<file path="src/core/mode_reg_defines.svh">
// Shared constants for the DRAM mode-register decode and its controller.
`ifndef MODE_REG_DEFINES_SVH
`define MODE_REG_DEFINES_SVH
`define ADDR_W 13
`define BANK_W 3
`define BANK_MR0 3'h0
`define BANK_MR1 3'h1
`define BANK_MR2 3'h2
`define BANK_MR3 3'h3
`define MR1_QOFF_BIT 12
`define MR1_LEVEL_BIT 7
`define MR1_AL_LO 3
`define MR1_AL_HI 4
`define MR2_PARTIAL_ARRAY_RETENTION_LO 0
`define MR2_PARTIAL_ARRAY_RETENTION_HI 2
`define MR2_CWL_LO 3
`define MR2_CWL_HI 5
`define MR2_SRT_BIT 7
`define MR2_RTTWR_LO 9
`define MR2_RTTWR_HI 10
`define MR2_RSVD_MASK 13'h1900
`define MR3_PAT_LO 0
`define MR3_PAT_HI 1
`define MR3_PAT_EN_BIT 2
`define MR3_RSVD_MASK 13'h1ff8
`define CWL_BASE 4'h5
`define PATTERN_WORD 8'h55
`define LINK_DIV 4'h3
`define REFI_NORMAL_NS 10740
`define REFI_HOT_NS 7800
`define CLK_NS 20
`define APB_CTRL 12'h000
`define APB_MR_DATA 12'h004
`define APB_STATUS 12'h008
`define APB_MR2 12'h00c
`define APB_MR3 12'h010
`endif

</file>
<file path="src/core/mode_reg_pkg.sv">
// Types used by the controller end of the mode-register link and by the bench.
package mode_reg_pkg;
	typedef enum logic [2:0] {
		CMD_NOP = 3'b000,
		CMD_MRS = 3'b001,
		CMD_READ = 3'b010,
		CMD_READ_AP = 3'b011,
		CMD_WRITE = 3'b100,
		CMD_REFRESH = 3'b101,
		CMD_SELF_REF = 3'b110
	} cmd_t;
endpackage

</file>
<file path="src/core/dram_cmd_if.sv">
// Command link between the memory controller and the DRAM mode logic.
`timescale 1ns/1ps
`default_nettype none
interface dram_cmd_if;
	logic ck;
	logic cs_n;
	logic ras_n;
	logic cas_n;
	logic we_n;
	logic [2:0] ba;
	logic [12:0] addr;
	logic [7:0] dq_from_dev;
	logic dq_oe;
	logic dq_valid;
	logic odt;
	logic [1:0] term_sel;
	logic level_en;
	modport device (input ck, cs_n, ras_n, cas_n, we_n, ba, addr, odt,
		output dq_from_dev, dq_oe, dq_valid, term_sel, level_en);
	modport controller (output ck, cs_n, ras_n, cas_n, we_n, ba, addr, odt,
		input dq_from_dev, dq_oe, dq_valid, term_sel, level_en);
endinterface
`default_nettype wire

</file>
<file path="src/core/dram_mode_controller.sv">
// Controller end: APB registers, command issue and refresh pacing.
`timescale 1ns/1ps
`default_nettype none
`include "mode_reg_defines.svh"
module dram_mode_controller #(
	parameter int REFI_NORMAL_CYC = `REFI_NORMAL_NS / `CLK_NS,
	parameter int REFI_HOT_CYC = `REFI_HOT_NS / `CLK_NS
) (
	input wire logic clk_in,
	input wire logic rst_n_in,
	dram_cmd_if.controller link,
	input wire logic psel_in,
	input wire logic penable_in,
	input wire logic pwrite_in,
	input wire logic [11:0] paddr_in,
	input wire logic [31:0] pwdata_in,
	output logic [31:0] prdata_out,
	output logic pready_out,
	output logic pslverr_out
);
	typedef enum logic [1:0] {
		ST_IDLE = 2'b00,
		ST_SETUP = 2'b01,
		ST_HOLD = 2'b10
	} ctl_state_t;
	ctl_state_t st_r, st_nxt;
	logic [3:0] div_r, div_nxt;
	logic ck_r, ck_nxt;
	logic [2:0] cmd_r, cmd_nxt, pend_cmd_r, pend_cmd_nxt;
	logic [2:0] ba_r, ba_nxt, pend_ba_r, pend_ba_nxt;
	logic [12:0] ad_r, ad_nxt, pend_ad_r, pend_ad_nxt;
	logic busy_r, busy_nxt, hot_r, hot_nxt;
	logic [12:0] mr2_r, mr2_nxt, mr3_r, mr3_nxt;
	logic [31:0] rd_r, rd_nxt;
	logic rdy_r, rdy_nxt, err_r, err_nxt;
	logic [7:0] last_dq_r, last_dq_nxt;
	logic [31:0] refi_r, refi_nxt;
	logic ref_due_r, ref_due_nxt;
	logic wr_acc, rd_acc, ck_fall;
	logic [12:0] clean;
	logic [2:0] go_cmd;
	logic allowed;

	// APB strobes; the slave answers one cycle into the access phase.
	always_comb begin
		wr_acc = psel_in && penable_in && pwrite_in && !rdy_r;
		rd_acc = psel_in && penable_in && !pwrite_in && !rdy_r;
		ck_fall = (div_r == `LINK_DIV) && ck_r;
		go_cmd = pwdata_in[2:0];
		if (pwdata_in[5:3] == `BANK_MR2) begin
			clean = pwdata_in[18:6] & ~`MR2_RSVD_MASK;
		end else if (pwdata_in[5:3] == `BANK_MR3) begin
			clean = pwdata_in[18:6] & ~`MR3_RSVD_MASK;
		end else begin
			clean = pwdata_in[18:6];
		end
		// While the pattern is on, only reads or any mode-register write to register three pass.
		allowed = !mr3_r[`MR3_PAT_EN_BIT] || go_cmd == 3'(mode_reg_pkg::CMD_READ)
			|| go_cmd == 3'(mode_reg_pkg::CMD_READ_AP)
			|| (go_cmd == 3'(mode_reg_pkg::CMD_MRS) && pwdata_in[5:3] == `BANK_MR3);
		if (go_cmd == 3'(mode_reg_pkg::CMD_SELF_REF) && hot_r && !mr2_r[`MR2_SRT_BIT]) begin
			allowed = 1'b0;
		end
	end

	// Register file, pending command and refresh timer.
	always_comb begin
		st_nxt = st_r;
		rdy_nxt = psel_in && penable_in && !rdy_r;
		err_nxt = 1'b0;
		rd_nxt = 32'h0;
		pend_cmd_nxt = pend_cmd_r;
		pend_ba_nxt = pend_ba_r;
		pend_ad_nxt = pend_ad_r;
		busy_nxt = busy_r;
		hot_nxt = hot_r;
		mr2_nxt = mr2_r;
		mr3_nxt = mr3_r;
		last_dq_nxt = link.dq_valid ? link.dq_from_dev : last_dq_r;
		refi_nxt = refi_r + 32'h1;
		ref_due_nxt = ref_due_r;
		if (refi_r >= 32'(hot_r ? REFI_HOT_CYC : REFI_NORMAL_CYC)) begin
			refi_nxt = 32'h0;
			ref_due_nxt = 1'b1;
		end
		if (wr_acc) begin
			if (paddr_in == `APB_CTRL) begin
				hot_nxt = pwdata_in[0];
			end else if (paddr_in == `APB_MR_DATA) begin
				if (busy_r || !allowed) begin
					err_nxt = 1'b1;
				end else begin
					pend_cmd_nxt = go_cmd;
					pend_ba_nxt = pwdata_in[5:3];
					pend_ad_nxt = clean;
					busy_nxt = 1'b1;
					if (go_cmd == 3'(mode_reg_pkg::CMD_MRS) && pwdata_in[5:3] == `BANK_MR2) begin
						mr2_nxt = clean;
					end
					if (go_cmd == 3'(mode_reg_pkg::CMD_MRS) && pwdata_in[5:3] == `BANK_MR3) begin
						mr3_nxt = clean;
					end
				end
			end else begin
				err_nxt = 1'b1;
			end
		end else if (rd_acc) begin
			if (paddr_in == `APB_CTRL) begin
				rd_nxt = {31'h0, hot_r};
			end else if (paddr_in == `APB_STATUS) begin
				rd_nxt = {22'h0, last_dq_r, ref_due_r, busy_r};
			end else if (paddr_in == `APB_MR2) begin
				rd_nxt = {19'h0, mr2_r};
			end else if (paddr_in == `APB_MR3) begin
				rd_nxt = {19'h0, mr3_r};
			end else begin
				err_nxt = 1'b1;
			end
		end
		// Pending commands (and refresh) launch on the link clock's falling edge.
		case (st_r)
			ST_IDLE: begin
				if (ck_fall && busy_r) begin
					st_nxt = ST_SETUP;
				end else if (ck_fall && ref_due_r && !mr3_r[`MR3_PAT_EN_BIT]) begin
					st_nxt = ST_HOLD;
				end
			end
			ST_SETUP: begin
				if (ck_fall) begin
					st_nxt = ST_IDLE;
					busy_nxt = 1'b0;
				end
			end
			ST_HOLD: begin
				// A timer tick in the same cycle keeps the refresh request pending.
				if (ck_fall) begin
					st_nxt = ST_IDLE;
					if (refi_nxt != 32'h0) begin
						ref_due_nxt = 1'b0;
					end
				end
			end
			default: st_nxt = ST_IDLE;
		endcase
	end

	// Link clock divider and the command pins it paces.
	always_comb begin
		div_nxt = (div_r == `LINK_DIV) ? 4'h0 : 4'(div_r + 4'h1);
		ck_nxt = (div_r == `LINK_DIV) ? !ck_r : ck_r;
		cmd_nxt = cmd_r;
		ba_nxt = ba_r;
		ad_nxt = ad_r;
		if (ck_fall) begin
			cmd_nxt = 3'(mode_reg_pkg::CMD_NOP);
			if (st_r == ST_IDLE && busy_r) begin
				cmd_nxt = pend_cmd_r;
				ba_nxt = pend_ba_r;
				ad_nxt = pend_ad_r;
			end else if (st_r == ST_IDLE && ref_due_r && !mr3_r[`MR3_PAT_EN_BIT]) begin
				cmd_nxt = 3'(mode_reg_pkg::CMD_REFRESH);
			end
		end
	end

	always_ff @(posedge clk_in) begin
		if (!rst_n_in) begin
			st_r <= ST_IDLE;
			div_r <= 4'h0;
			ck_r <= 1'b0;
			cmd_r <= 3'h0;
			ba_r <= 3'h0;
			ad_r <= 13'h0000;
			pend_cmd_r <= 3'h0;
			pend_ba_r <= 3'h0;
			pend_ad_r <= 13'h0000;
			busy_r <= 1'b0;
			hot_r <= 1'b0;
			mr2_r <= 13'h0000;
			mr3_r <= 13'h0000;
			rd_r <= 32'h0;
			rdy_r <= 1'b0;
			err_r <= 1'b0;
			last_dq_r <= 8'h00;
			refi_r <= 32'h0;
			ref_due_r <= 1'b0;
		end else begin
			st_r <= st_nxt;
			div_r <= div_nxt;
			ck_r <= ck_nxt;
			cmd_r <= cmd_nxt;
			ba_r <= ba_nxt;
			ad_r <= ad_nxt;
			pend_cmd_r <= pend_cmd_nxt;
			pend_ba_r <= pend_ba_nxt;
			pend_ad_r <= pend_ad_nxt;
			busy_r <= busy_nxt;
			hot_r <= hot_nxt;
			mr2_r <= mr2_nxt;
			mr3_r <= mr3_nxt;
			rd_r <= rd_nxt;
			rdy_r <= rdy_nxt;
			err_r <= err_nxt;
			last_dq_r <= last_dq_nxt;
			refi_r <= refi_nxt;
			ref_due_r <= ref_due_nxt;
		end
	end

	// Command encoding onto the pins: MRS all low, read CAS low, write CAS and WE low.
	assign link.ck = ck_r;
	assign link.cs_n = (cmd_r == 3'(mode_reg_pkg::CMD_NOP));
	assign link.ras_n = !(cmd_r == 3'(mode_reg_pkg::CMD_MRS) || cmd_r[2:1] == 2'b11
		|| cmd_r == 3'(mode_reg_pkg::CMD_REFRESH));
	assign link.cas_n = (cmd_r == 3'(mode_reg_pkg::CMD_NOP));
	assign link.we_n = !(cmd_r == 3'(mode_reg_pkg::CMD_MRS) || cmd_r == 3'(mode_reg_pkg::CMD_WRITE));
	assign link.ba = ba_r;
	assign link.addr = ad_r;
	assign link.odt = (cmd_r == 3'(mode_reg_pkg::CMD_WRITE));
	assign prdata_out = rd_r;
	assign pready_out = rdy_r;
	assign pslverr_out = err_r;
endmodule
`default_nettype wire

</file>
<file path="src/flat_wrapper.sv">
// flat-port wrapper written by rule: the top's interface ports become plain ports
module dram_mode_controller_flat 
#(
	parameter int REFI_NORMAL_CYC = `REFI_NORMAL_NS / `CLK_NS,
	parameter int REFI_HOT_CYC = `REFI_HOT_NS / `CLK_NS
)
  (clk_in, rst_n_in, psel_in, penable_in, pwrite_in, paddr_in, pwdata_in, prdata_out, pready_out, pslverr_out, link_ck, link_cs_n, link_ras_n, link_cas_n, link_we_n, link_ba, link_addr, link_odt, link_dq_from_dev, link_dq_oe, link_dq_valid, link_term_sel, link_level_en);
  dram_cmd_if link_i ();
  input wire logic clk_in;
  input wire logic rst_n_in;
  input wire logic psel_in;
  input wire logic penable_in;
  input wire logic pwrite_in;
  input wire logic [11:0] paddr_in;
  input wire logic [31:0] pwdata_in;
  output logic [31:0] prdata_out;
  output logic pready_out;
  output logic pslverr_out;
  output wire logic [$bits(link_i.ck)-1:0] link_ck;
  output wire logic [$bits(link_i.cs_n)-1:0] link_cs_n;
  output wire logic [$bits(link_i.ras_n)-1:0] link_ras_n;
  output wire logic [$bits(link_i.cas_n)-1:0] link_cas_n;
  output wire logic [$bits(link_i.we_n)-1:0] link_we_n;
  output wire logic [$bits(link_i.ba)-1:0] link_ba;
  output wire logic [$bits(link_i.addr)-1:0] link_addr;
  output wire logic [$bits(link_i.odt)-1:0] link_odt;
  input wire logic [$bits(link_i.dq_from_dev)-1:0] link_dq_from_dev;
  input wire logic [$bits(link_i.dq_oe)-1:0] link_dq_oe;
  input wire logic [$bits(link_i.dq_valid)-1:0] link_dq_valid;
  input wire logic [$bits(link_i.term_sel)-1:0] link_term_sel;
  input wire logic [$bits(link_i.level_en)-1:0] link_level_en;
  assign link_ck = link_i.ck;
  assign link_cs_n = link_i.cs_n;
  assign link_ras_n = link_i.ras_n;
  assign link_cas_n = link_i.cas_n;
  assign link_we_n = link_i.we_n;
  assign link_ba = link_i.ba;
  assign link_addr = link_i.addr;
  assign link_odt = link_i.odt;
  assign link_i.dq_from_dev = link_dq_from_dev;
  assign link_i.dq_oe = link_dq_oe;
  assign link_i.dq_valid = link_dq_valid;
  assign link_i.term_sel = link_term_sel;
  assign link_i.level_en = link_level_en;
  dram_mode_controller #(.REFI_NORMAL_CYC(REFI_NORMAL_CYC), .REFI_HOT_CYC(REFI_HOT_CYC)) u_core (.clk_in(clk_in), .rst_n_in(rst_n_in), .link(link_i), .psel_in(psel_in), .penable_in(penable_in), .pwrite_in(pwrite_in), .paddr_in(paddr_in), .pwdata_in(pwdata_in), .prdata_out(prdata_out), .pready_out(pready_out), .pslverr_out(pslverr_out));
endmodule
</file>
<file path="config.mk">
export PLATFORM = sky130hd
export DESIGN_NAME = dram_mode_controller_flat
export DESIGN_NICKNAME = d
export VERILOG_FILES = /design/src/core/mode_reg_pkg.sv /design/src/core/dram_cmd_if.sv /design/src/core/dram_mode_controller.sv /design/src/flat_wrapper.sv
export VERILOG_INCLUDE_DIRS = /design/src /design/src/core
export SDC_FILE = /design/constraint.sdc
export NUM_CORES = 1
export LEC_CHECK = 0
export BUFFER_PORTS_ARGS = -buffer_cell sky130_fd_sc_hd__buf_2
export CAP_MARGIN = 20
export CORE_MARGIN = 10
export CORE_UTILIZATION = 53
export CTS_CLUSTER_SIZE = 24
export DETAILED_ROUTE_END_ITERATION = 7
export PLACE_DENSITY = 0.82
export SLEW_MARGIN = 5
export SYNTH_ARGS = -nofsm -noshare
export SYNTH_HDL_FRONTEND = slang
export SYNTH_SLANG_ARGS = --single-unit
</file>
<file path="constraint.sdc">
create_clock -name clk_in -period 2.6 [get_ports clk_in]
set_input_delay 0.13 -clock clk_in [delete_from_list [all_inputs] [get_ports clk_in]]
set_output_delay 0.13 -clock clk_in [all_outputs]
set_load 0.02 [all_outputs]
</file>
==> results of run 1 <==
flip-flops by register name, indices dropped and copies added (netlist names), 4 cells and up:
name and flops:
u_core.prdata_out 13, u_core.link.addr 13, u_core.refi_r 32, u_core.mr3_r 13
u_core.last_dq_r 8, u_core.mr2_r 13, u_core.pend_ad_r 13, u_core.div_r 4
stage by stage:
stage / power [µW] / instance area, µm²
after detailed placement: 2232 / 5630
after global routing: 4739 / 6551
after global placement: 2226 / 5630
after floorplan: 2184 / 5225
final: 4605 / 6551
after CTS: 4613 / 6546
area by class of cell:
cell class	count	area, µm²	share of cell area (%)
flip-flops and latches	129	2582	39.42
repair buffers	123	800.8	12.22
inverters	8	30.03	0.4584
clock buffers	18	417.9	6.379
multi-input cells	406	2376	36.27
diodes	2	5.005	0.07639
well taps	129	161.4	2.464
clock inverters	14	177.7	2.712
Yosys cell counts (3+ instances only):
library cell	number	area [µm²]
sky130_fd_sc_hd__nand2b_1	7	43.79
sky130_fd_sc_hd__xnor2_1	5	43.79
sky130_fd_sc_hd__inv_1	7	26.28
sky130_fd_sc_hd__xor2_1	7	61.31
sky130_fd_sc_hd__ha_1	13	162.7
sky130_fd_sc_hd__mux2i_1	24	240.2
sky130_fd_sc_hd__dfxtp_1	129	2582
sky130_fd_sc_hd__a22oi_1	4	30.03
sky130_fd_sc_hd__buf_4	20	150.1
sky130_fd_sc_hd__a211oi_1	5	37.54
sky130_fd_sc_hd__and3_1	8	50.05
sky130_fd_sc_hd__nor2_1	52	195.2
sky130_fd_sc_hd__a222oi_1	9	90.09
sky130_fd_sc_hd__nor3_1	6	30.03
sky130_fd_sc_hd__nor4_1	4	25.02
sky130_fd_sc_hd__o21ai_0	3	15.01
sky130_fd_sc_hd__a21oi_1	42	210.2
sky130_fd_sc_hd__clkbuf_1	19	71.32
sky130_fd_sc_hd__nand3_1	27	135.1
sky130_fd_sc_hd__or3_1	3	18.77
sky130_fd_sc_hd__and2_1	13	81.33
sky130_fd_sc_hd__nor3b_1	4	30.03
sky130_fd_sc_hd__nand2_1	88	330.3
sky130_fd_sc_hd__a221oi_1	4	35.03
sky130_fd_sc_hd__nand4_1	5	31.28
worst max-delay path, cell delays in order, from the launching register on:
cell and delay, ps:
sky130_fd_sc_hd__dfxtp_1 440, sky130_fd_sc_hd__inv_1 150, sky130_fd_sc_hd__ha_1 320, sky130_fd_sc_hd__nor4bb_1 340
sky130_fd_sc_hd__nand2_1 90, sky130_fd_sc_hd__o21ai_0 310, sky130_fd_sc_hd__a211o_1 420, sky130_fd_sc_hd__nor2_1 90
power breakdown:
| part | switching [µW] | internal [µW] | total, µW | leakage (µW) |
|---|---|---|---|---|
| sequential | 15.2 | 2010 | 2030 | 0.00105 |
| clock | 895 | 1470 | 2370 | 0.000296 |
| combinational | 123 | 87.0 | 210 | 0.00143 |
| total | 1030 | 3570 | 4610 | 0.00277 |
logic make-up (layout without fill, tap and decap cells):
family          count (synthesis)  after routing  share of synthesized area (%)
xor+xnor                       12             12                          2.069
compound gates                 82             82                          10.96
other cells                     1             42                        0.07384
buf+inv                        50            163                          5.371
mux                            24             24                          4.730
flops                         129            129                          50.85
fa+ha+maj                      13             13                          3.203
simple gates                  235            235                          22.74
timing repair:
| action | 4_1_cts | 5_1_grt |
|---|---|---|
| setup buffers | 0 | 0 |
| hold buffers | 32 | 0 |
| endpoints found under the hold margin | 43 | 0 |
how the worst max path moves through the flow:
stage	start	end	slack, ps	cells past startpoint
floorplan	u_core.hot_r	u_core.refi_r[10]	590	8
finish	u_core.hot_r	u_core.refi_r[3]	300	7
global route	u_core.hot_r	u_core.refi_r[5]	50	7
CTS	u_core.hot_r	u_core.refi_r[3]	290	7
global placement	u_core.hot_r	u_core.refi_r[10]	420	7
detailed placement	u_core.hot_r	u_core.refi_r[4]	330	7
layer usage:
| layer | part of all wire (%) | GRT usage (%) | up-vias |
|---|---|---|---|
| met5 | 0 | 0 | - |
| met1 | 43 | 21.37 | 2083 |
| met3 | 7.0 | 6.283 | 37 |
| met2 | 47 | 28.71 | 191 |
| met4 | 2.9 | 10.51 | 0 |
| li1 | - | - | 2126 |
==> summary.json, run 1 <==
{
  "outcome": {"value": "finished, final reports clean"},
  "yosysWarnings": {"value": 0},
  "synthesis.area": {"value": 5079, "unit": "µm²"},
  "timing.critical_path.arrival": {"value": 2700, "unit": "ps"},
  "post_drt_via_cell_ratio": {"value": 5.352},
  "power.density_cell_area": {"value": 702.9, "unit": "nW/µm²"},
  "layout_common_cells": {"value": "sky130_fd_sc_hd__dfxtp_1, sky130_fd_sc_hd__nand2_1, sky130_fd_sc_hd__buf_2"},
  "grt_util_all_layers": {"value": 18.34, "unit": "%"},
  "design.portCount": {"value": 118},
  "drive_above_1_share": {"value": 18.62, "unit": "%"},
  "stdcell_count": {"value": 829},
  "worstReg2RegEnd": {"value": "u_core.refi_r[3]"},
  "netlist_instances": {"value": 546},
  "wire_length_of_the_first_global_routing_pass": {"value": 21200, "unit": "µm"},
  "finish.net_count": {"value": 760},
  "clock-sinks": {"value": 129},
  "reg2regPathDepth": {"value": 7},
  "hold_slack": {"value": 31.40, "unit": "ps"},
  "initial_utilization": {"value": 54.70, "unit": "%"},
  "clock-root-buffer": {"value": "sky130_fd_sc_hd__clkbuf_8"},
  "weighted_congestion_reported_at_the_end_of_routability_driven_placement": {"value": 0.8578},
  "totalNegativeSetupSlack": {"value": 0, "unit": "ps"},
  "min_period_over_period": {"value": 88.51, "unit": "%"},
  "numPortBuffers": {"value": 81},
  "grt_start_max_net_pins": {"value": 54},
  "dominantRegCellSynth": {"value": "sky130_fd_sc_hd__dfxtp_1"},
  "synth-seq-cells": {"value": 129},
  "area_growth_syn_to_layout": {"value": 29.00, "unit": "%"},
  "antenna_left": {"value": 0},
  "setup_violations": {"value": 0},
  "fill_cells": {"value": 678},
  "setup_slack": {"value": 298.9, "unit": "ps"},
  "die_h": {"value": 117.9, "unit": "µm"},
  "number_of_antenna_violations_at_the_first_check_in_global_routing": {"value": 2},
  "preCtsSetupSlack": {"value": 333.0, "unit": "ps"},
  "num_vias": {"value": 4437},
  "dr.first_iter.drc_count": {"value": 450},
  "required_time_at_the_worst_slack_endpoint": {"value": 3000, "unit": "ps"},
  "worstSetupPathType": {"value": "flop to flop"},
  "syn-mean-instance-area": {"value": 9.302, "unit": "µm²"},
  "setup_repair_after_global_routing_missed_its_margin": {"value": "no"},
  "die_width": {"value": 117.9, "unit": "µm"},
  "dp_hpwl": {"value": 8387, "unit": "µm"},
  "whs_path_depth": {"value": 3},
  "grt_overflow": {"value": 0},
  "finalMaxSlewViolations": {"value": 0},
  "max_slew.worst_pin.slew": {"value": 732.3, "unit": "ps"},
  "cts_made_buffers": {"value": 17},
  "regToRegSetupSlack": {"value": 300, "unit": "ps"},
  "ctsLongestPathBuffers": {"value": 2},
  "synth.yosys.seq_area_share": {"value": 50.85, "unit": "%"},
  "timing.clock.skew": {"value": 9.381, "unit": "ps"},
  "clk-insertion-delay-late": {"value": 530, "unit": "ps"},
  "via_count_of_the_first_global_routing_pass": {"value": 4344},
  "holdCritStartpoint": {"value": "link_dq_valid"},
  "critical_path.startpoint_type": {"value": "flop"},
  "synth_edf_count": {"value": 0},
  "routed_wl": {"value": 13030, "unit": "µm"},
  "post-place-cells": {"value": 763},
  "worst_slew_margin_rel": {"value": 51.18, "unit": "%"},
  "drt_pass1_iterations": {"value": 5},
  "path_max_fanout": {"value": 11},
  "dieArea": {"value": 13900, "unit": "µm²"},
  "utilization_after_layout": {"value": 70.57, "unit": "%"},
  "yosysUniqueCellTypes": {"value": 54},
  "max_cap_viol": {"value": 0},
  "layout_commonest_cell": {"value": "sky130_fd_sc_hd__dfxtp_1"},
  "period_needed": {"value": 2301, "unit": "ps"},
  "worst_hold_path_type": {"value": "input port to flop"},
  "dr_wl_cell": {"value": 15.71, "unit": "µm"},
  "post_cts_resized": {"value": 0},
  "clkSlewWorstSetupHoldPaths": {"value": 60, "unit": "ps"},
  "h-tree-depth": {"value": 4},
  "route.detailed.drc": {"value": 0},
  "core_area": {"value": 9284, "unit": "µm²"},
  "setup.worst_path.end_class": {"value": "flop"},
  "fp-row-count": {"value": 35},
  "clock_tree_from_tritoncts": {"value": "done"},
  "max_freq": {"value": 434.6, "unit": "MHz"},
  "synth_async_sr_flop_share": {"value": 0, "unit": "%"},
  "irDropWorstVdd": {"value": 442.6, "unit": "µV"},
  "r2r-start": {"value": "u_core.hot_r"},
  "final-hold-violation-count": {"value": 0},
  "hold-path-endpoint": {"value": "u_core.last_dq_r[3]"},
  "cellLeakagePower": {"value": 0.002772, "unit": "µW"}
}
Note: power is estimated with default switching activity, not from simulation.
==> run 2, diff against run 1 <==
--- a/config.mk
+++ b/config.mk
@@ -8,10 +8,13 @@
 export LEC_CHECK = 0
 export BUFFER_PORTS_ARGS = -buffer_cell sky130_fd_sc_hd__buf_2
 export CAP_MARGIN = 20
+export CELL_PAD_IN_SITES_DETAIL_PLACEMENT = 0
+export CELL_PAD_IN_SITES_GLOBAL_PLACEMENT = 2
 export CORE_MARGIN = 10
-export CORE_UTILIZATION = 53
+export CORE_UTILIZATION = 32
 export CTS_CLUSTER_SIZE = 24
 export DETAILED_ROUTE_END_ITERATION = 7
+export MAX_ROUTING_LAYER = met4
 export PLACE_DENSITY = 0.82
 export SLEW_MARGIN = 5
 export SYNTH_ARGS = -nofsm -noshare
==> run 2 against run 1 <==
Effect of this change: flip-flop and latch count unchanged; clock-buffer cell count grew 1; design area up 1.2%; critical path depth unchanged; die area up 53%; wire length is 1.3% higher; fmax rose by 1.2%; via count fell by 5.7%; sequential share of layout area is 0.45 points lower; first-iteration DRC count down 38%; sequential power barely moved; hold slack lost 23 ps.
==> summary.json, run 2 (synthesis results as in run 1) <==
{
  "num_vias": {"value": 4182, "change": "-5.7%"},
  "clock-sinks": {"value": 129, "change": "unchanged"},
  "setup.worst_path.end_class": {"value": "flop"},
  "design.portCount": {"value": 118, "change": "unchanged"},
  "irDropWorstVdd": {"value": 442.8, "unit": "µV", "change": "about the same"},
  "clock_tree_from_tritoncts": {"value": "done"},
  "antenna_left": {"value": 0, "change": "unchanged"},
  "worst_slew_margin_rel": {"value": 53.25, "unit": "%", "change": "+2.1 points"},
  "dr.first_iter.drc_count": {"value": 279, "change": "-38%"},
  "required_time_at_the_worst_slack_endpoint": {"value": 2900, "unit": "ps", "change": "-100 ps"},
  "critical-path-top-delay-family": {"value": "simple AND/OR/NAND/NOR gates"},
  "die_h": {"value": 146.0, "unit": "µm", "change": "+24%"},
  "clk-insertion-delay-late": {"value": 410, "unit": "ps", "change": "-120 ps"},
  "largest_reg_flops": {"value": 32, "change": "unchanged"},
  "stdcell_count": {"value": 904, "change": "+9.0%"},
  "layout_common_cells": {"value": "sky130_fd_sc_hd__dfxtp_1, sky130_fd_sc_hd__nand2_1, sky130_fd_sc_hd__buf_2"},
  "critPathMaxStageDelay": {"value": 590, "unit": "ps", "change": "+150 ps"},
  "utilization_after_layout": {"value": 43.12, "unit": "%", "change": "-27 points"},
  "grt_util_all_layers": {"value": 12.51, "unit": "%", "change": "-5.8 points"},
  "path_max_fanout": {"value": 13, "change": "+2"},
  "cellLeakagePower": {"value": 0.002759, "unit": "µW", "change": "-0.49%"},
  "timing.critical_path.slowest_stage_cell": {"value": "sky130_fd_sc_hd__a2111o_1"},
  "via_count_of_the_first_global_routing_pass": {"value": 4193, "change": "-3.5%"},
  "fp-row-count": {"value": 45, "change": "+29%"},
  "die_width": {"value": 146.0, "unit": "µm", "change": "+24%"},
  "routed_wl": {"value": 13190, "unit": "µm", "change": "+1.3%"},
  "timing.clock.skew": {"value": 7.674, "unit": "ps", "change": "-1.707 ps"},
  "setup_violations": {"value": 0, "change": "unchanged"},
  "drt_pass1_iterations": {"value": 5, "change": "unchanged"},
  "area_growth_syn_to_layout": {"value": 30.50, "unit": "%"},
  "grt_start_max_net_pins": {"value": 43, "change": "-20%"},
  "ctsLongestPathBuffers": {"value": 2, "change": "unchanged"},
  "cp_cell_sequence": {"value": "dlygate4sd3_1 > buf_2 > nand3b_1 > a21o_1 > a2111o_1 > or3_4 > and3_1"},
  "post-place-cells": {"value": 847, "change": "+11%"},
  "setup_repair_after_global_routing_missed_its_margin": {"value": "no"},
  "drive_above_1_share": {"value": 19.22, "unit": "%", "change": "+0.60 points"},
  "dr_wl_cell": {"value": 14.59, "unit": "µm", "change": "-7.1%"},
  "min_period_over_period": {"value": 87.44, "unit": "%", "change": "-1.1 points"},
  "core_area": {"value": 15370, "unit": "µm²", "change": "+66%"},
  "numPortBuffers": {"value": 81, "change": "unchanged"},
  "timing.critical_path.arrival": {"value": 2580, "unit": "ps", "change": "-120 ps"},
  "totalNegativeSetupSlack": {"value": 0, "unit": "ps", "change": "unchanged"},
  "period_needed": {"value": 2273, "unit": "ps", "change": "-27.68 ps"},
  "number_of_antenna_violations_at_the_first_check_in_global_routing": {"value": 1, "change": "-1"},
  "grt_overflow": {"value": 0, "change": "unchanged"},
  "worst_hold_path_type": {"value": "input port to flop"},
  "final-hold-violation-count": {"value": 0, "change": "unchanged"},
  "finish.net_count": {"value": 754, "change": "-0.79%"},
  "max_slew.worst_pin.slew": {"value": 699.2, "unit": "ps", "change": "-33.05 ps"},
  "setup_slack": {"value": 326.5, "unit": "ps", "change": "+27.68 ps"},
  "worstSetupPathType": {"value": "input port to flop"},
  "route.detailed.drc": {"value": 0, "change": "unchanged"},
  "wire_length_of_the_first_global_routing_pass": {"value": 21200, "unit": "µm", "change": "unchanged"},
  "max_freq": {"value": 439.9, "unit": "MHz", "change": "+1.2%"},
  "layout_commonest_cell": {"value": "sky130_fd_sc_hd__dfxtp_1"},
  "outcome": {"value": "finished, final reports clean"},
  "h-tree-depth": {"value": 4, "change": "unchanged"},
  "initial_utilization": {"value": 33.04, "unit": "%", "change": "-22 points"},
  "clkSlewWorstSetupHoldPaths": {"value": 50, "unit": "ps", "change": "about the same"},
  "dp_hpwl": {"value": 9413, "unit": "µm", "change": "+12%"},
  "largest_register": {"value": "u_core.refi_r"},
  "cts_made_buffers": {"value": 17, "change": "unchanged"},
  "post_drt_via_cell_ratio": {"value": 4.626, "change": "-14%"},
  "max_cap_viol": {"value": 0, "change": "unchanged"},
  "weighted_congestion_reported_at_the_end_of_routability_driven_placement": {"value": 0.8472, "change": "-1.2%"},
  "preCtsSetupSlack": {"value": 313.9, "unit": "ps", "change": "-19.15 ps"},
  "finalMaxSlewViolations": {"value": 0, "change": "unchanged"},
  "power.density_cell_area": {"value": 717.3, "unit": "nW/µm²", "change": "+2.0%"},
  "dieArea": {"value": 21310, "unit": "µm²", "change": "+53%"},
  "clock-root-buffer": {"value": "sky130_fd_sc_hd__clkbuf_16"},
  "worstPathBufferInverterCount": {"value": 2, "change": "+1"},
  "critical_path.startpoint_type": {"value": "input port"}
}
## run 2: cell types whose count changed in the layout (fill, tap and decap cells not counted), sizes merged
cell,change
dlygate4sd3,-8
clkinvlp,+3
inv,-3
buf,+2
clkinv,-2
bufinv,+1
clkbuf,+1
diode,-1
## run 2: repair_timing
action                    CTS  global route
resized for setup           0             0
hold endpoints to repair   27             0
setup buffers               0             0
hold buffers               24             0
## run 2: final cells by class
type / instances / area [µm²]
clock buffers: 19 / 452.9
multi-input cells: 406 / 2376
inverters: 8 / 30.03
clock inverters: 13 / 183.9
flip-flops and latches: 129 / 2582
fillers: 1491 / 8743
well taps: 211 / 264.0
repair buffers: 117 / 735.7
diodes: 1 / 2.502
## run 2: final timing paths
check	from	to	cells past startpoint	slack (ps)
hold reg to reg	u_core.pend_ad_r[11]	u_core.link.addr[11]	2	450
setup reg to reg	u_core.pready_out	u_core.mr2_r[12]	5	380
setup / recovery	pwdata_in[5]	u_core.mr2_r[12]	7	330
hold / removal	pwdata_in[8]	u_core.pend_ad_r[2]	3	9
## run 2: worst register-to-register path, cell delays in order (launching register included)
cell,delay (ps)
sky130_fd_sc_hd__dfxtp_1,310
sky130_fd_sc_hd__and4b_1,350
sky130_fd_sc_hd__nand3_1,180
sky130_fd_sc_hd__a2111o_1,540
sky130_fd_sc_hd__or3_4,500
sky130_fd_sc_hd__and3_1,220
## run 2: stage by stage
step / hold slack (ps) / power (µW) / cell area [µm²]
global placement: 325.9 / 2233 / 5748
floorplan: 209.3 / 2184 / 5225
CTS: 0.2554 / 4798 / 6625
finish: 8.869 / 4754 / 6628
detailed placement: 333.2 / 2238 / 5748
global route: 9.901 / 4914 / 6628
## run 2: power by group
group	internal (µW)	leakage [µW]	total, µW	switching (µW)
combinational	80.0	0.00140	200	121
sequential	2010	0.00105	2020	14.7
clock	1650	0.000305	2530	875
## run 2: routing by layer
metal  track usage (%)  wire [µm]  up-vias
li1                  -          -     2114
met1             15.78       6474     1917
met2             18.11       5789      132
met3             4.315        689       19
met4             4.555        240        0
met5                 -          0        -
==> run 3, diff against run 2 <==
--- a/config.mk
+++ b/config.mk
@@ -11,11 +11,11 @@
 export CELL_PAD_IN_SITES_DETAIL_PLACEMENT = 0
 export CELL_PAD_IN_SITES_GLOBAL_PLACEMENT = 2
 export CORE_MARGIN = 10
-export CORE_UTILIZATION = 32
+export CORE_UTILIZATION = 35
 export CTS_CLUSTER_SIZE = 24
 export DETAILED_ROUTE_END_ITERATION = 7
 export MAX_ROUTING_LAYER = met4
-export PLACE_DENSITY = 0.82
+export PLACE_DENSITY = 0.88
 export SLEW_MARGIN = 5
 export SYNTH_ARGS = -nofsm -noshare
 export SYNTH_HDL_FRONTEND = slang
==> constraint.sdc (replaced) <==
create_clock -name clk_in -period 2.9 [get_ports clk_in]
set_input_delay 0.145 -clock clk_in [delete_from_list [all_inputs] [get_ports clk_in]]
set_output_delay 0.145 -clock clk_in [all_outputs]
set_load 0.02 [all_outputs]
==> run 3 against run 2 <==
Effect of this change: combinational power is 14% lower; first-iteration DRC count is 11% lower; critical path type is now flop to flop; critical path depth stayed put; largest cell class unchanged; hold slack better by 3.6 ps; largest power group unchanged; wire length is 4.0% lower; design area is 2.6% lower; flip-flop and latch count stayed put; cell count is 4.1% lower; die area is 7.4% lower; clock power is 22% lower.
==> summary.json, run 3 (synthesis results as in run 1) <==
{
  "outcome": {"value": "finished, final reports clean"},
  "clock-root-buffer": {"value": "sky130_fd_sc_hd__clkbuf_16"},
  "dr_wl_cell": {"value": 14.61, "unit": "µm", "change": "+0.10%"},
  "net-switching-power": {"value": 907.1, "unit": "µW", "change": "-10%"},
  "largest_reg_flops": {"value": 32, "change": "unchanged"},
  "via_count_of_the_first_global_routing_pass": {"value": 4258, "change": "+1.6%"},
  "core_area": {"value": 14040, "unit": "µm²", "change": "-8.6%"},
  "area_growth_syn_to_layout": {"value": 27.15, "unit": "%"},
  "number_of_antenna_violations_at_the_first_check_in_global_routing": {"value": 1, "change": "unchanged"},
  "grt_start_max_net_pins": {"value": 38, "change": "-12%"},
  "power.density_cell_area": {"value": 614.1, "unit": "nW/µm²", "change": "-14%"},
  "worstReg2RegEnd": {"value": "u_core.refi_r[5]"},
  "sequentialPowerShare": {"value": 45.8, "unit": "%", "change": "+3.2 points"},
  "layout_commonest_cell": {"value": "sky130_fd_sc_hd__dfxtp_1"},
  "power.combinational.fraction": {"value": 4.3, "unit": "%", "change": "about the same"},
  "utilization_after_layout": {"value": 45.99, "unit": "%", "change": "+2.9 points"},
  "multi_input_area": {"value": 2376, "unit": "µm²", "change": "unchanged"},
  "dp_hpwl": {"value": 9040, "unit": "µm", "change": "-4.0%"},
  "route.detailed.drc": {"value": 0, "change": "unchanged"},
  "totalNegativeSetupSlack": {"value": 0, "unit": "ps", "change": "unchanged"},
  "critical_path.startpoint_type": {"value": "flop"},
  "reg2regPathDepth": {"value": 7, "change": "+2"},
  "seq_area": {"value": 2582, "unit": "µm²", "change": "unchanged"},
  "hold_slack": {"value": 12.48, "unit": "ps", "change": "+3.616 ps"},
  "cts.repair_timing.setup_buffer_count": {"value": 0, "change": "unchanged"},
  "fp-row-count": {"value": 43, "change": "-4.4%"},
  "cts_made_buffers": {"value": 17, "change": "unchanged"},
  "max_slew.worst_pin.slew": {"value": 722.4, "unit": "ps", "change": "+23.21 ps"},
  "largest_register": {"value": "u_core.refi_r"},
  "finish.net_count": {"value": 748, "change": "-0.80%"},
  "setup.worst_path.end_class": {"value": "flop"},
  "num_vias": {"value": 4177, "change": "-0.12%"},
  "swShare": {"value": 22.87, "unit": "%", "change": "+1.6 points"},
  "drive_above_1_share": {"value": 18.95, "unit": "%", "change": "-0.27 points"},
  "irDropWorstVdd": {"value": 378.9, "unit": "µV", "change": "-14%"},
  "dieArea": {"value": 19730, "unit": "µm²", "change": "-7.4%"},
  "numPortBuffers": {"value": 81, "change": "unchanged"},
  "setup_violations": {"value": 0, "change": "unchanged"},
  "clock_tree_from_tritoncts": {"value": "done"},
  "die_width": {"value": 140.5, "unit": "µm", "change": "-3.8%"},
  "finalMaxSlewViolations": {"value": 0, "change": "unchanged"},
  "r2r-start": {"value": "u_core.hot_r"},
  "power.share.clock": {"value": 49.9, "unit": "%", "change": "-3.3 points"},
  "grt_util_all_layers": {"value": 13.25, "unit": "%", "change": "+0.74 points"},
  "design.portCount": {"value": 118, "change": "unchanged"},
  "clock-sinks": {"value": 129, "change": "unchanged"},
  "min_period_over_period": {"value": 78.84, "unit": "%"},
  "antenna_left": {"value": 0, "change": "unchanged"},
  "post_cts_resized": {"value": 0, "change": "unchanged"},
  "weighted_congestion_reported_at_the_end_of_routability_driven_placement": {"value": 0.8355, "change": "-1.4%"},
  "hold-path-endpoint": {"value": "u_core.mr2_r[4]"},
  "timing.critical_path.arrival": {"value": 2570, "unit": "ps", "change": "about the same"},
  "max_cap_viol": {"value": 0, "change": "unchanged"},
  "worst_hold_path_type": {"value": "input port to flop"},
  "final-hold-violation-count": {"value": 0, "change": "unchanged"},
  "worstSetupPathType": {"value": "flop to flop"},
  "initial_utilization": {"value": 36.17, "unit": "%", "change": "+3.1 points"},
  "required_time_at_the_worst_slack_endpoint": {"value": 3190, "unit": "ps", "change": "+290 ps"},
  "wire_length_of_the_first_global_routing_pass": {"value": 20840, "unit": "µm", "change": "-1.7%"},
  "layout_common_cells": {"value": "sky130_fd_sc_hd__dfxtp_1, sky130_fd_sc_hd__nand2_1, sky130_fd_sc_hd__buf_2"},
  "fill_cells": {"value": 1342, "change": "-10%"},
  "cellLeakagePower": {"value": 0.002697, "unit": "µW", "change": "-2.3%"},
  "stdcell_count": {"value": 867, "change": "-4.1%"},
  "whs_path_depth": {"value": 3, "change": "unchanged"},
  "max_freq": {"value": 437.4, "unit": "MHz"},
  "regToRegSetupSlack": {"value": 610, "unit": "ps", "change": "+230 ps"},
  "ctsLongestPathBuffers": {"value": 2, "change": "unchanged"},
  "cell_internal_pwr": {"value": 3058, "unit": "µW", "change": "-18%"},
  "grt_overflow": {"value": 0, "change": "unchanged"},
  "path_max_fanout": {"value": 11, "change": "-2"},
  "drt_pass1_iterations": {"value": 6, "change": "+1"},
  "clkSlewWorstSetupHoldPaths": {"value": 60, "unit": "ps", "change": "about the same"},
  "post-layout-total-power": {"value": 3965, "unit": "µW", "change": "-17%"},
  "setup_repair_after_global_routing_missed_its_margin": {"value": "no"},
  "period_needed": {"value": 2286, "unit": "ps"},
  "clk-insertion-delay-late": {"value": 420, "unit": "ps", "change": "about the same"},
  "worst_slew_margin_rel": {"value": 51.51, "unit": "%", "change": "-1.7 points"},
  "dr.first_iter.drc_count": {"value": 249, "change": "-11%"},
  "holdCritStartpoint": {"value": "pwdata_in[10]"},
  "cts.hold.buffers_added": {"value": 19, "change": "-21%"},
  "timing.clock.skew": {"value": 16.27, "unit": "ps", "change": "+8.592 ps"},
  "h-tree-depth": {"value": 4, "change": "unchanged"},
  "post-place-cells": {"value": 814, "change": "-3.9%"},
  "die_h": {"value": 140.5, "unit": "µm", "change": "-3.8%"},
  "routed_wl": {"value": 12670, "unit": "µm", "change": "-4.0%"},
  "post_drt_via_cell_ratio": {"value": 4.818, "change": "+4.1%"}
}
[run 3: cell count changes in the layout (fill, tap and decap cells not counted)]
cell / previous run / this run
sky130_fd_sc_hd__bufinv_16: 4 / 0
sky130_fd_sc_hd__dlygate4sd3_1: 24 / 20
sky130_fd_sc_hd__buf_4: 12 / 10
sky130_fd_sc_hd__clkbuf_8: 2 / 4
sky130_fd_sc_hd__inv_6: 1 / 3
sky130_fd_sc_hd__clkbuf_1: 0 / 1
sky130_fd_sc_hd__clkinv_2: 3 / 2
[run 3: area by class of cell]
cell class | count | share of cell area (%)
diodes | 1 | 0.03875
clock buffers | 22 | 7.499
clock inverters | 10 | 1.182
inverters | 8 | 0.4650
multi-input cells | 406 | 36.80
flip-flops and latches | 129 | 39.99
well taps | 180 | 3.488
repair buffers | 111 | 10.54
[run 3: worst max-delay path by stage]
stage | start | to
after global placement | u_core.hot_r | u_core.refi_r[10]
final | u_core.hot_r | u_core.refi_r[5]
after CTS | u_core.hot_r | u_core.refi_r[7]
after detailed placement | u_core.hot_r | u_core.refi_r[7]
after global routing | u_core.hot_r | u_core.refi_r[5]
after floorplan | u_core.hot_r | u_core.refi_r[10]
[run 3: power by group through the flow]
stage               clock, µW  sequential, µW  combinational, µW
finish                   1980            1820                172
global route             2100            1820                192
CTS                      2010            1820                171
detailed placement          0            1850                151
global placement            0            1850                149
floorplan                   0            1850                106
[run 3: metrics by stage]
stage | instance area [µm²] | setup slack, ps
after floorplan | 5225 | 893.1
after global placement | 5694 | 702.9
after detailed placement | 5694 | 635.7
after CTS | 6445 | 612.4
after global routing | 6457 | 370.2
final | 6457 | 613.6
[run 3: routing by layer]
layer | up-vias | GRT usage (%) | share of wire, %
li1 | 2099 | - | -
met1 | 1943 | 16.69 | 50
met2 | 119 | 18.87 | 43
met3 | 16 | 3.989 | 5.5
met4 | 0 | 6.467 | 1.8
met5 | - | - | 0
[run 3: worst max-delay path, stage by stage, from the launching register on]
cell                       delay [ps]
sky130_fd_sc_hd__dfxtp_1          470
sky130_fd_sc_hd__inv_1            160
sky130_fd_sc_hd__ha_1             320
sky130_fd_sc_hd__nor4bb_1         310
sky130_fd_sc_hd__nand2_1           90
sky130_fd_sc_hd__o21ai_0          280
sky130_fd_sc_hd__a211o_1          430
sky130_fd_sc_hd__nor2_1            90
